$ cat config.mk
export PLATFORM = sky130hd
export DESIGN_NAME = nbh_host
export DESIGN_NICKNAME = d
export VERILOG_FILES = /design/src/shared/nbh_pkg.sv /design/src/rtl/nbh_host.sv
export SDC_FILE = /design/constraint.sdc
export NUM_CORES = 1
export LEC_CHECK = 0
export ABC_AREA = 1
export CORE_MARGIN = 5
export CORE_UTILIZATION = 63
export CTS_CLUSTER_SIZE = 30
export DETAILED_ROUTE_END_ITERATION = 12
export DONT_BUFFER_PORTS = 1
export GPL_TIMING_DRIVEN = 0
export PLACE_DENSITY_LB_ADDON = 0.3
export SETUP_SLACK_MARGIN = 0.1
export SKIP_LAST_GASP = 1
export SYNTH_ARGS = -nofsm -noshare
export SYNTH_HDL_FRONTEND = slang
export SYNTH_SLANG_ARGS = --single-unit
$ cat constraint.sdc
create_clock -name core_clk -period 4.2 [get_ports core_clk]
set_input_delay 0.42 -clock core_clk [delete_from_list [all_inputs] [get_ports core_clk]]
set_output_delay 0.42 -clock core_clk [all_outputs]
set_load 0.02 [all_outputs]
$ cat src/shared/nbh_pkg.sv
// nbh_pkg: constants and carriers for the nand bus host sequencer.
// assumes one 100 MHz core clock; all pin timing is counted in its cycles.
`default_nettype none
package nbh_pkg;
	localparam int CLK_PERIOD_NS  = 10;
	// strobe low and high widths, data access delay and busy-assert delay, in ns
	localparam int STROBE_LOW_NS  = 20;
	localparam int STROBE_HIGH_NS = 20;
	localparam int READ_ACCESS_NS = 20;
	localparam int BUSY_ASSERT_NS = 100;
	localparam int STROBE_LOW_CYC  = (STROBE_LOW_NS + CLK_PERIOD_NS - 1) / CLK_PERIOD_NS;
	localparam int STROBE_HIGH_CYC = (STROBE_HIGH_NS + CLK_PERIOD_NS - 1) / CLK_PERIOD_NS;
	// two extra cycles cover the input synchroniser on the io bus
	localparam int READ_LOW_CYC    = (READ_ACCESS_NS + CLK_PERIOD_NS - 1) / CLK_PERIOD_NS + 2;
	localparam int BUSY_WAIT_CYC   = (BUSY_ASSERT_NS + CLK_PERIOD_NS - 1) / CLK_PERIOD_NS;
	localparam int CNT_W = 8;
	// address byte counts and field positions
	localparam logic [2:0] ADDR_FULL_CYCLES = 3'h5;
	localparam logic [2:0] ADDR_COL_CYCLES  = 3'h2;
	localparam int PLANE_ROW_BIT = 6;
	// opcodes
	localparam logic [7:0] CMD_READ_1ST   = 8'h00;
	localparam logic [7:0] CMD_READ_CONF  = 8'h30;
	localparam logic [7:0] CMD_READ_CB    = 8'h35;
	localparam logic [7:0] CMD_CACHE_RD   = 8'h31;
	localparam logic [7:0] CMD_CACHE_LAST = 8'h3f;
	localparam logic [7:0] CMD_RAND_OUT   = 8'h05;
	localparam logic [7:0] CMD_PLANE_OUT  = 8'h06;
	localparam logic [7:0] CMD_OUT_CONF   = 8'he0;
	localparam logic [7:0] CMD_PROG_1ST   = 8'h80;
	localparam logic [7:0] CMD_PROG_2ND   = 8'h81;
	localparam logic [7:0] CMD_CB_PROG    = 8'h85;
	localparam logic [7:0] CMD_PROG_CONF  = 8'h10;
	localparam logic [7:0] CMD_PROG_PLANE = 8'h11;
	localparam logic [7:0] CMD_PROG_CACHE = 8'h15;
	localparam logic [7:0] CMD_ERASE_1ST  = 8'h60;
	localparam logic [7:0] CMD_ERASE_PL   = 8'hd1;
	localparam logic [7:0] CMD_ERASE_CONF = 8'hd0;
	localparam logic [7:0] CMD_STATUS     = 8'h70;
	localparam logic [7:0] CMD_STATUS_ENH = 8'h78;
	localparam logic [7:0] CMD_RESET      = 8'hff;
	localparam logic [7:0] CMD_READ_ID    = 8'h90;
	localparam logic [7:0] CMD_PARAM_PAGE = 8'hec;
	localparam logic [7:0] CMD_UNIQUE_ID  = 8'hed;
	localparam logic [7:0] CMD_GET_FEAT   = 8'hee;
	localparam logic [7:0] CMD_SET_FEAT   = 8'hef;

	typedef enum logic [2:0] {
		OP_CMD, OP_ADDR, OP_COL, OP_WDATA, OP_RDATA, OP_WAIT
	} nbh_op_t;

	typedef struct packed {
		nbh_op_t     op;
		logic [7:0]  data;
		logic [11:0] col;
		logic [16:0] row;
	} nbh_req_t;

	typedef struct packed {
		logic       cle;
		logic       ale;
		logic       ce_n;
		logic       we_n;
		logic       re_n;
		logic       wp_n;
		logic       io_oe_n;
		logic [7:0] io_out;
	} nbh_pins_t;

	localparam nbh_pins_t PINS_RESET = '{cle: 1'b0, ale: 1'b0, ce_n: 1'b1, we_n: 1'b1,
		re_n: 1'b1, wp_n: 1'b0, io_oe_n: 1'b1, io_out: 8'h00};

	function automatic logic nbh_cmd_legal(input logic [7:0] c);
		case (c)
			CMD_READ_1ST, CMD_READ_CONF, CMD_READ_CB, CMD_CACHE_RD, CMD_CACHE_LAST,
			CMD_RAND_OUT, CMD_PLANE_OUT, CMD_OUT_CONF, CMD_PROG_1ST, CMD_PROG_2ND,
			CMD_CB_PROG, CMD_PROG_CONF, CMD_PROG_PLANE, CMD_PROG_CACHE, CMD_ERASE_1ST,
			CMD_ERASE_PL, CMD_ERASE_CONF, CMD_STATUS, CMD_STATUS_ENH, CMD_RESET,
			CMD_READ_ID, CMD_PARAM_PAGE, CMD_UNIQUE_ID, CMD_GET_FEAT,
			CMD_SET_FEAT: nbh_cmd_legal = 1'b1;
			default: nbh_cmd_legal = 1'b0;
		endcase
	endfunction

	// address byte n (0..4) of a column/row pair; unused bits are driven low
	function automatic logic [7:0] nbh_addr_byte(input logic [2:0] n, input logic [11:0] col,
		input logic [16:0] row);
		case (n)
			3'h0: nbh_addr_byte = col[7:0];
			3'h1: nbh_addr_byte = {4'h0, col[11:8]};
			3'h2: nbh_addr_byte = row[7:0];
			3'h3: nbh_addr_byte = row[15:8];
			default: nbh_addr_byte = {7'h00, row[16]};
		endcase
	endfunction
endpackage
`default_nettype wire

$ cat src/rtl/nbh_host.sv
// nbh_host: host-side sequencer that drives a multiplexed 8-bit nand bus.
// assumes the io wire is resolved outside from io_out and io_oe_n; device pins are async.
`default_nettype none
module nbh_host
	import nbh_pkg::*;
(
	// clock and reset
	input  wire logic       core_clk,
	input  wire logic       rst,
	// request port
	input  wire logic       req_valid,
	input  wire nbh_req_t   req,
	output logic            req_ready,
	// answer port
	output logic            resp_valid,
	output logic            resp_error,
	output logic [7:0]      resp_data,
	// policy
	input  wire logic       wp_allow,
	// nand pins
	output nbh_pins_t       pins,
	input  wire logic [7:0] io_in,
	input  wire logic       ready_busy_n
);
	typedef enum logic [2:0] {S_IDLE, S_SETUP, S_LOW, S_HIGH, S_WAIT} nbh_state_t;

	nbh_state_t  state_reg, state_next;
	nbh_pins_t   pins_reg, pins_next;
	nbh_req_t    req_reg, req_next;
	logic [CNT_W-1:0] cnt_reg, cnt_next;
	logic [2:0]  idx_reg, idx_next;
	logic        rv_reg, rv_next, re_reg, re_next, rdy_reg, rdy_next;
	logic [7:0]  rd_reg, rd_next;
	logic        plane_reg, plane_next, cb_plane_reg, cb_plane_next;
	logic        cb_src_reg, cb_src_next, cb_prog_reg, cb_prog_next;
	logic [7:0]  io_s1, io_s2;
	logic        rb_s1, rb_s2;

	// pins are asynchronous to core_clk
	always_ff @(posedge core_clk or posedge rst) begin
		if (rst) begin
			io_s1 <= 8'h00;
			io_s2 <= 8'h00;
			rb_s1 <= 1'b0;
			rb_s2 <= 1'b0;
		end else begin
			io_s1 <= io_in;
			io_s2 <= io_s1;
			rb_s1 <= ready_busy_n;
			rb_s2 <= rb_s1;
		end
	end

	always_comb begin
		state_next    = state_reg;
		pins_next     = pins_reg;
		req_next      = req_reg;
		cnt_next      = cnt_reg;
		idx_next      = idx_reg;
		rv_next       = 1'b0;
		re_next       = 1'b0;
		rd_next       = rd_reg;
		rdy_next      = rdy_reg;
		plane_next    = plane_reg;
		cb_plane_next = cb_plane_reg;
		cb_src_next   = cb_src_reg;
		cb_prog_next  = cb_prog_reg;
		pins_next.wp_n = wp_allow;
		case (state_reg)
			S_IDLE: begin
				pins_next.ce_n    = 1'b1;
				pins_next.io_oe_n = 1'b1;
				pins_next.cle     = 1'b0;
				pins_next.ale     = 1'b0;
				rdy_next          = 1'b1;
				if (req_valid && rdy_reg) begin
					rdy_next = 1'b0;
					req_next = req;
					idx_next = 3'h0;
					cnt_next = '0;
					if ((req.op == OP_CMD && !nbh_cmd_legal(req.data)) ||
						(req.op == OP_CMD && !rb_s2 && req.data != CMD_STATUS &&
						req.data != CMD_STATUS_ENH && req.data != CMD_RESET) ||
						(req.op == OP_ADDR && cb_prog_reg &&
						req.row[PLANE_ROW_BIT] != cb_plane_reg)) begin
						// busy allows status and reset only
						rv_next  = 1'b1;
						re_next  = 1'b1;
						rdy_next = 1'b1;
					end else begin
						pins_next.ce_n    = 1'b0;
						pins_next.cle     = (req.op == OP_CMD);
						pins_next.ale     = (req.op == OP_ADDR) || (req.op == OP_COL);
						pins_next.io_oe_n = !((req.op == OP_CMD) || (req.op == OP_ADDR) ||
							(req.op == OP_COL) || (req.op == OP_WDATA));
						// first address byte is column low
						pins_next.io_out  = (req.op == OP_ADDR || req.op == OP_COL) ?
							nbh_addr_byte(3'h0, req.col, req.row) : req.data;
						state_next = (req.op == OP_WAIT) ? S_WAIT : S_SETUP;
					end
				end
			end
			S_SETUP: begin
				cnt_next = '0;
				state_next = S_LOW;
				// read cycle keeps latches low, write strobe high
				if (req_reg.op == OP_RDATA)
					pins_next.re_n = 1'b0;
				else
					pins_next.we_n = 1'b0;
			end
			S_LOW: begin
				cnt_next = cnt_reg + 1'b1;
				if (req_reg.op == OP_RDATA && cnt_reg == CNT_W'(READ_LOW_CYC - 1)) begin
					rd_next        = io_s2;
					pins_next.re_n = 1'b1;
					cnt_next       = '0;
					state_next     = S_HIGH;
				end else if (req_reg.op != OP_RDATA &&
					cnt_reg == CNT_W'(STROBE_LOW_CYC - 1)) begin
					pins_next.we_n = 1'b1;
					cnt_next       = '0;
					state_next     = S_HIGH;
				end
			end
			S_HIGH: begin
				cnt_next = cnt_reg + 1'b1;
				if (cnt_reg == CNT_W'(STROBE_HIGH_CYC - 1)) begin
					cnt_next = '0;
					// next address byte, unused bits low
					if ((req_reg.op == OP_ADDR && idx_reg != ADDR_FULL_CYCLES - 3'h1) ||
						(req_reg.op == OP_COL && idx_reg != ADDR_COL_CYCLES - 3'h1)) begin
						idx_next = idx_reg + 3'h1;
						pins_next.io_out = nbh_addr_byte(idx_reg + 3'h1, req_reg.col,
							req_reg.row);
						state_next = S_SETUP;
					end else begin
						if (req_reg.op == OP_ADDR)
							plane_next = req_reg.row[PLANE_ROW_BIT];
						if (req_reg.op == OP_CMD) begin
							if (req_reg.data == CMD_READ_CB) begin
								cb_src_next   = 1'b1;
								cb_plane_next = plane_reg;
							end
							if (req_reg.data == CMD_CB_PROG && cb_src_reg)
								cb_prog_next = 1'b1;
							if (req_reg.data == CMD_PROG_CONF || req_reg.data == CMD_RESET) begin
								cb_prog_next = 1'b0;
								cb_src_next  = 1'b0;
							end
						end
						pins_next.cle = 1'b0;
						pins_next.ale = 1'b0;
						rv_next       = 1'b1;
						rdy_next      = 1'b1;
						state_next    = S_IDLE;
					end
				end
			end
			S_WAIT: begin
				if (cnt_reg != CNT_W'(BUSY_WAIT_CYC))
					cnt_next = cnt_reg + 1'b1;
				else if (rb_s2) begin
					rv_next    = 1'b1;
					rdy_next   = 1'b1;
					state_next = S_IDLE;
				end
			end
			default: state_next = S_IDLE;
		endcase
	end

	always_ff @(posedge core_clk or posedge rst) begin
		if (rst) begin
			state_reg    <= S_IDLE;
			pins_reg     <= PINS_RESET;
			req_reg      <= '0;
			cnt_reg      <= '0;
			idx_reg      <= 3'h0;
			rv_reg       <= 1'b0;
			re_reg       <= 1'b0;
			rd_reg       <= 8'h00;
			rdy_reg      <= 1'b0;
			plane_reg    <= 1'b0;
			cb_plane_reg <= 1'b0;
			cb_src_reg   <= 1'b0;
			cb_prog_reg  <= 1'b0;
		end else begin
			state_reg    <= state_next;
			pins_reg     <= pins_next;
			req_reg      <= req_next;
			cnt_reg      <= cnt_next;
			idx_reg      <= idx_next;
			rv_reg       <= rv_next;
			re_reg       <= re_next;
			rd_reg       <= rd_next;
			rdy_reg      <= rdy_next;
			plane_reg    <= plane_next;
			cb_plane_reg <= cb_plane_next;
			cb_src_reg   <= cb_src_next;
			cb_prog_reg  <= cb_prog_next;
		end
	end

	assign pins       = pins_reg;
	assign req_ready  = rdy_reg;
	assign resp_valid = rv_reg;
	assign resp_error = re_reg;
	assign resp_data  = rd_reg;

	property p_col_low;
		@(posedge core_clk) disable iff (rst)
		(pins_reg.ale && !pins_reg.we_n && idx_reg == 3'h0) |->
			pins_reg.io_out == req_reg.col[7:0];
	endproperty
	a_col_low: assert property (p_col_low) else $error("column low byte wrong");

	property p_row_top;
		@(posedge core_clk) disable iff (rst)
		(pins_reg.ale && !pins_reg.we_n && idx_reg == 3'h4) |->
			pins_reg.io_out == {7'h00, req_reg.row[16]};
	endproperty
	a_row_top: assert property (p_row_top) else $error("fifth address byte wrong");

	property p_col_pad;
		@(posedge core_clk) disable iff (rst)
		(pins_reg.ale && !pins_reg.we_n && idx_reg == 3'h1) |->
			pins_reg.io_out[7:4] == 4'h0;
	endproperty
	a_col_pad: assert property (p_col_pad) else $error("unused address bits high");

	property p_rd_pins;
		@(posedge core_clk) disable iff (rst)
		!pins_reg.re_n |-> (!pins_reg.cle && !pins_reg.ale && !pins_reg.ce_n &&
			pins_reg.we_n && pins_reg.io_oe_n);
	endproperty
	a_rd_pins: assert property (p_rd_pins) else $error("bad pins in read cycle");

	property p_legal;
		@(posedge core_clk) disable iff (rst)
		(pins_reg.cle && !pins_reg.we_n) |-> nbh_cmd_legal(pins_reg.io_out);
	endproperty
	a_legal: assert property (p_legal) else $error("undefined opcode issued");

	property p_col_only;
		@(posedge core_clk) disable iff (rst)
		(req_reg.op == OP_COL && state_reg != S_IDLE) |-> idx_reg < ADDR_COL_CYCLES;
	endproperty
	a_col_only: assert property (p_col_only) else $error("column op left page");

	property p_cb_plane;
		@(posedge core_clk) disable iff (rst)
		(cb_prog_reg && pins_reg.ale && !pins_reg.we_n && idx_reg == 3'h2) |->
			pins_reg.io_out[PLANE_ROW_BIT] == cb_plane_reg;
	endproperty
	a_cb_plane: assert property (p_cb_plane) else $error("copy-back plane crossed");

	property p_wait_busy;
		@(posedge core_clk) disable iff (rst)
		(state_reg == S_WAIT && !rb_s2) |=> !rv_reg;
	endproperty
	a_wait_busy: assert property (p_wait_busy) else $error("answer while busy");
endmodule
`default_nettype wire

==> metrics, run 1 <==
post-cts sizing count 0; R2R depth 10; clk_skew 0.0130 ns; IO Pins 79; CP Launch Type flip-flop; vias in the first global route 3924; post-DP HPWL 8460 um; first-pass GRT wire length 19100 um; CTS tree done; total gr overflow 0; Post-Route WL 11300 um; FILL cells 611; Setup TNS 0 ns; Min-Delay Path Class input pin to flip-flop; # H-tree levels 3; Cell variety after synth 41; crit end category flip-flop; placed insts 724; Placement Rows 32; core area 7690 um^2; R2R Setup Slk 2.20 ns; drt first-iter violations 320; CTS Hold Buffers Added 1; hold path cells 0; CP Data Required Time 4.51 ns; CTS clock-pin slew for the worst setup and hold paths 0.11 ns; CP arrival 2.31 ns; crit share post-route 0.476; # diodes 0; Worst R2R Start idx_reg[0]$_DFFE_PP0P_; post-synthesis cell count 621; clk_lat worst skew 0.36 ns; final net count 696; Synth top cells by count nand2_1 (239), dfrtp_1 (98), inv_1 (69); Final Slew Violations 0; Worst R2R End pins[5]$_DFFE_PP0P_; run status finished, final reports clean; final hold slack 0.0732 ns; Async S/R FF share, synth 1.00; # DRC 0; layout cells sized above 1 0.0876; Seq. cell area 2560 um^2; Most used DFF post-synth dfrtp_1; P&R area growth vs syn 7.18%; number of synthesized flops with an enable pin 0; routed len/inst 15.3 um; max-cap violations 0; flops & latches, synth 102; final antenna-violating net count 0; Peak VDD IR 0.349 mV; Seq/Total Area, Yosys 0.517; Slew headroom 0.608; clock tree sinks 102; HP Start ready_busy_n; Tot GR Track Use 0.244; Yosys warning count 0; power per cell area 592 nW/um^2; antenna violations before repair 0; Worst Hold Path EP rb_s1$_DFF_PP0_; root buffer cell clkbuf_8; largest net degree at the start of global routing 56; critical path class flip-flop to flip-flop; die outline area 9730 um^2; port bufs 0; Die X-Extent 98.6 um; count leader, synth nand2_1; DR pass1 iterations 5; CTS buffer count 9; max reg flops 40; endpoints failing setup 0; Placer Congestion 0.945; fin cells 741; vias per cell 5.56; final hold viol count 0; CP max FO 7; Die Y-Extent 98.6 um; fmax 500 MHz; post-synth top area share 0.496; area of the multi-input gates 2040 um^2; Net Count, Synth 683; setup repair after global routing missed its margin no; CTS Buffer Depth 2; via count 4122; top cells by area, synth dfrtp_1 (50%), nand2_1 (18%), inv_1 (5.2%); Worst-Margin Slew 0.588 ns; Leakage 0.00271 uW; Post-Syn Area 4950 um^2; initial core utilization 0.644; post-CTS setup buffers 0; Yosys top cell by area dfrtp_1; syn avg cell area 7.97 um^2; Tmin final 2.00 ns
logic make-up after synthesis:
group | synth area share
compound gates | 0.0766
xor+xnor | 0.00177
fa+ha+maj | 0.0228
buf+inv | 0.0718
flops | 0.517
simple gates | 0.310
worst max-delay path, stage by stage, from the launching register on:
cell      delay (ns)
dfrtp_1         0.47
ha_1            0.24
xnor2_1         0.36
nand2_1         0.22
inv_1           0.20
nand2_1         0.10
o211ai_1        0.10
nand2_1         0.06
nand2_1         0.07
nand2_1         0.06
nand2_1         0.06
worst max-delay path by stage:
| stage | start | endpoint | slack [ns] | cells after the start |
|---|---|---|---|---|
| global route | idx_reg[0]$_DFFE_PP0P_ | pins[5]$_DFFE_PP0P_ | 2.04 | 10 |
| global placement | rst | req_reg[27]$_DFFE_PP0P_ | 0.21 | 1 |
| floorplan | rst | cb_plane_reg$_DFFE_PP0P_ | 1.11 | 1 |
| detailed placement | idx_reg[0]$_DFFE_PP0P_ | pins[5]$_DFFE_PP0P_ | 2.25 | 10 |
| CTS | idx_reg[0]$_DFFE_PP0P_ | pins[5]$_DFFE_PP0P_ | 2.22 | 10 |
| finish | idx_reg[0]$_DFFE_PP0P_ | pins[5]$_DFFE_PP0P_ | 2.20 | 10 |
cell type report:
class / instances / share of cell area
Clock inverter: 7 / 0.0120
Clock buffer: 9 / 0.0234
Tap cell: 102 / 0.0241
Timing Repair Buffer: 2 / 0.00708
Sequential cell: 102 / 0.482
Buffer: 12 / 0.0120
Multi-Input combinational cell: 430 / 0.384
Inverter: 77 / 0.0554
stage by stage:
stage          setup WS [ns]   util  power, uW  instance area (um^2)
3_5_place_dp            2.25  0.664       2550                  5110
4_1_cts                 2.22  0.690       3150                  5300
5_1_grt                 2.04  0.690       3390                  5300
2_1_floorplan           1.11      -       2280                  4950
3_3_place_gp           0.209  0.660       2510                  5080
6_report                2.20  0.690       3140                  5300
layer usage:
metal,vias to the layer above,track usage,share of wire
li1,1995,-,-
met5,-,0,0
met3,22,0.0587,0.072
met4,0,0.0777,0.024
met1,1957,0.334,0.43
met2,148,0.386,0.47
layout by cell type, fill, tap and decap left out, drive strengths merged:
cell | Yosys | final
nand3b | 1 | 1
o31ai | 3 | 3
dlygate4sd3 | 0 | 1
a21boi | 1 | 1
o2111ai | 1 | 1
or2 | 1 | 1
a31oi | 1 | 1
ha | 9 | 9
dfrtp | 98 | 98
o21a | 1 | 1
clkinvlp | 0 | 1
o21ai | 43 | 43
nor3 | 15 | 15
clkbuf | 5 | 14
nor4 | 2 | 2
and3 | 1 | 1
a211o | 1 | 1
o22ai | 4 | 4
o211ai | 3 | 3
nand3 | 28 | 28
o221ai | 1 | 1
inv | 77 | 81
buf | 7 | 8
nand4 | 19 | 19
dfstp | 4 | 4
nand2 | 244 | 244
a21oi | 7 | 7
nor2 | 41 | 41
nor3b | 2 | 2
clkinv | 0 | 2
xnor2 | 1 | 1
where the power goes:
| group | internal [uW] | switching (uW) | leakage [uW] |
|---|---|---|---|
| combinational | 323 | 689 | 0.00133 |
| sequential | 1270 | 267 | 0.00129 |
| clock | 228 | 359 | 0.0000938 |
(Power assumes the default switching activity.)
==> run 2: changes to the inputs <==
==> constraint.sdc (replaced) <==
create_clock -name core_clk -period 2 [get_ports core_clk]
set_input_delay 0.2 -clock core_clk [delete_from_list [all_inputs] [get_ports core_clk]]
set_output_delay 0.2 -clock core_clk [all_outputs]
set_load 0.02 [all_outputs]
==> metrics, run 2 (synthesis results as in run 1) <==
CTS clock-pin slew for the worst setup and hold paths 0.11 ns (about the same); drt first-iter violations 360 (+13%); Int Pwr 4120 uW (+130%); CP Data Required Time 2.28 ns (-2.23 ns); area of the multi-input gates 2080 um^2 (+2.2%); Peak VDD IR 0.728 mV (+110%); Clock Power Share 0.202 (+0.015); # diodes 0 (unchanged); Worst-Margin Slew 0.659 ns (+0.0710 ns); die outline area 9730 um^2 (unchanged); CTS buffer count 9 (unchanged); # H-tree levels 3 (unchanged); run status finished, final reports clean; fmax 552 MHz (+11%); vias in the first global route 4658 (+19%); Tot GR Track Use 0.279 (+0.0351); final hold slack 0.0353 ns (-0.0380 ns); FILL cells 503 (-18%); Post-Route WL 13200 um (+17%); root buffer cell clkbuf_8; Tmin final 1.81 ns (-0.191 ns); initial core utilization 0.644 (unchanged); DR pass1 iterations 6 (+1); Slew headroom 0.560 (-0.0483); critical path class flip-flop to flip-flop; Final Slew Violations 0 (unchanged); Placer Congestion 0.957 (+1.3%); CP Launch Type flip-flop; Switching Share 0.420 (+0.000644); max reg flops 40 (unchanged); Worst R2R Start idx_reg[0]$_DFFE_PP0P_; Worst Hold Path EP pins[14]$_DFFE_PP0P_; Min-Delay Path Class input pin to flip-flop; crit end category flip-flop; via count 4572 (+11%); post-layout util 0.776 (+0.0859); Seq. cell area 2560 um^2 (+0.15%); commonest non-fill, non-tap cell in the layout nand2_1; CTS tree done; R2R depth 10 (unchanged); layout cells sized above 1 0.120 (+0.0325); IO Pins 79 (unchanged); final net count 756 (+8.6%); final hold viol count 0 (unchanged); CP max FO 7 (unchanged); Die X-Extent 98.6 um (unchanged); clock tree sinks 102 (unchanged); crit share post-route 0.905 (+0.429); first-pass GRT wire length 21700 um (+14%); endpoints failing setup 0 (unchanged); design area 5960 um^2 (+12%); clk_lat worst skew 0.38 ns (+0.02 ns); total gr overflow 0 (unchanged); post-DP HPWL 8780 um (+3.7%); commonest cells after routing, fill and taps aside nand2_1 (237), dfrtp_1 (95), inv_1 (63), dlygate4sd3_1 (48), o21ai_0 (37); Logic pwr share 0.341 (+0.018); # DRC 0 (unchanged); Power, Total 7110 uW (+130%); clk_skew 0.0104 ns (-0.00261 ns); CTS Buffer Depth 2 (unchanged); port bufs 0 (unchanged); Setup TNS 0 ns (unchanged); max-cap violations 0 (unchanged); Die Y-Extent 98.6 um (unchanged); HP Start req[39]; power per cell area 1190 nW/um^2 (+100%); core area 7690 um^2 (unchanged); CP arrival 2.09 ns (-0.22 ns); hold path cells 3 (+3); Psw 2980 uW (+130%); P&R area growth vs syn 20.5%; setup repair after global routing missed its margin yes; Placement Rows 32 (unchanged); Worst R2R End pins[0]$_DFFE_PP0P_; Leakage 0.00299 uW (+10%); routed len/inst 16.5 um (+7.9%); vias per cell 5.71 (+2.6%); antenna violations before repair 0 (unchanged); final antenna-violating net count 0 (unchanged); area of placed instances 5120 um^2 (+0.27%); R2R Setup Slk 0.19 ns (-2.01 ns); largest net degree at the start of global routing 44 (-21%); Reg power frac 0.457 (-0.033)
run 2: cell count changes in the layout (fill, tap and decap cells not counted), moves of 3 or more:
| cell | previous run | this run |
|---|---|---|
| buf_4 | 4 | 15 |
| dlygate4sd3_1 | 1 | 48 |
| inv_8 | 0 | 3 |
| inv_2 | 7 | 12 |
| nand3_1 | 28 | 25 |
| inv_1 | 68 | 63 |
| dfrtp_2 | 0 | 3 |
| dfrtp_1 | 98 | 95 |
run 2: worst max-delay path by stage:
| stage | start | end | slack, ns |
|---|---|---|---|
| 6_report | idx_reg[0]$_DFFE_PP0P_ | pins[0]$_DFFE_PP0P_ | 0.19 |
| 5_1_grt | req_reg[38]$_DFFE_PP0P_ | pins[1]$_DFFE_PP0P_ | 0.06 |
| 4_1_cts | idx_reg[0]$_DFFE_PP0P_ | pins[1]$_DFFE_PP0P_ | 0.12 |
| 3_5_place_dp | idx_reg[0]$_DFFE_PP0P_ | pins[0]$_DFFE_PP0P_ | 0.02 |
| 3_3_place_gp | idx_reg[0]$_DFFE_PP0P_ | pins[7]$_DFFE_PP0P_ | 0.13 |
| 2_1_floorplan | idx_reg[0]$_DFFE_PP0P_ | pins[0]$_DFFE_PP0P_ | 0.33 |
run 2: final cells by class:
cell class	count	area share
buffer	12	0.0113
clock buffer	9	0.0208
clock inverter	7	0.0164
inverter	77	0.0495
multi-input combinational	430	0.349
sequential	102	0.429
tap	102	0.0214
timing repair buffer	62	0.102
run 2: worst max-delay path, stage by stage (launching register included):
cell and delay (ns):
dfrtp_2 0.47, ha_1 0.24, xnor2_2 0.18, buf_4 0.15, nand2_2 0.08, nand4_1 0.10
nor2_1 0.05, o31ai_1 0.21, nand2_1 0.11, nand2_1 0.07, nand2_1 0.04
run 2: metal layers:
metal | part of all wire | track usage
met2 | 0.50 | 0.478
met5 | 0 | 0
met3 | 0.076 | 0.0764
met4 | 0.043 | 0.127
met1 | 0.38 | 0.326
run 2: timing repair:
item / in CTS / in global routing
resized for setup: 2 / 16
setup endpoints to repair: 8 / 57
setup buffers: 0 / 12
endpoints found under the hold margin: 76 / 0
pin swaps: 0 / 4
hold buffers: 48 / 0
run 2: power by group through the flow:
stage	clock (uW)	combinational, uW	sequential, uW
3_5_place_dp	0	2120	3260
6_report	1440	2420	3250
2_1_floorplan	0	1650	3140
3_3_place_gp	0	2020	3240
4_1_cts	1440	2210	3220
5_1_grt	1550	2740	3300
run 2: per-stage QoR:
step | std cells | setup slack, ns
final | 801 | 0.189
after detailed placement | 725 | 0.0231
after global routing | 801 | 0.0559
after global placement | 723 | 0.127
after CTS | 789 | 0.119
after floorplan | 621 | 0.328
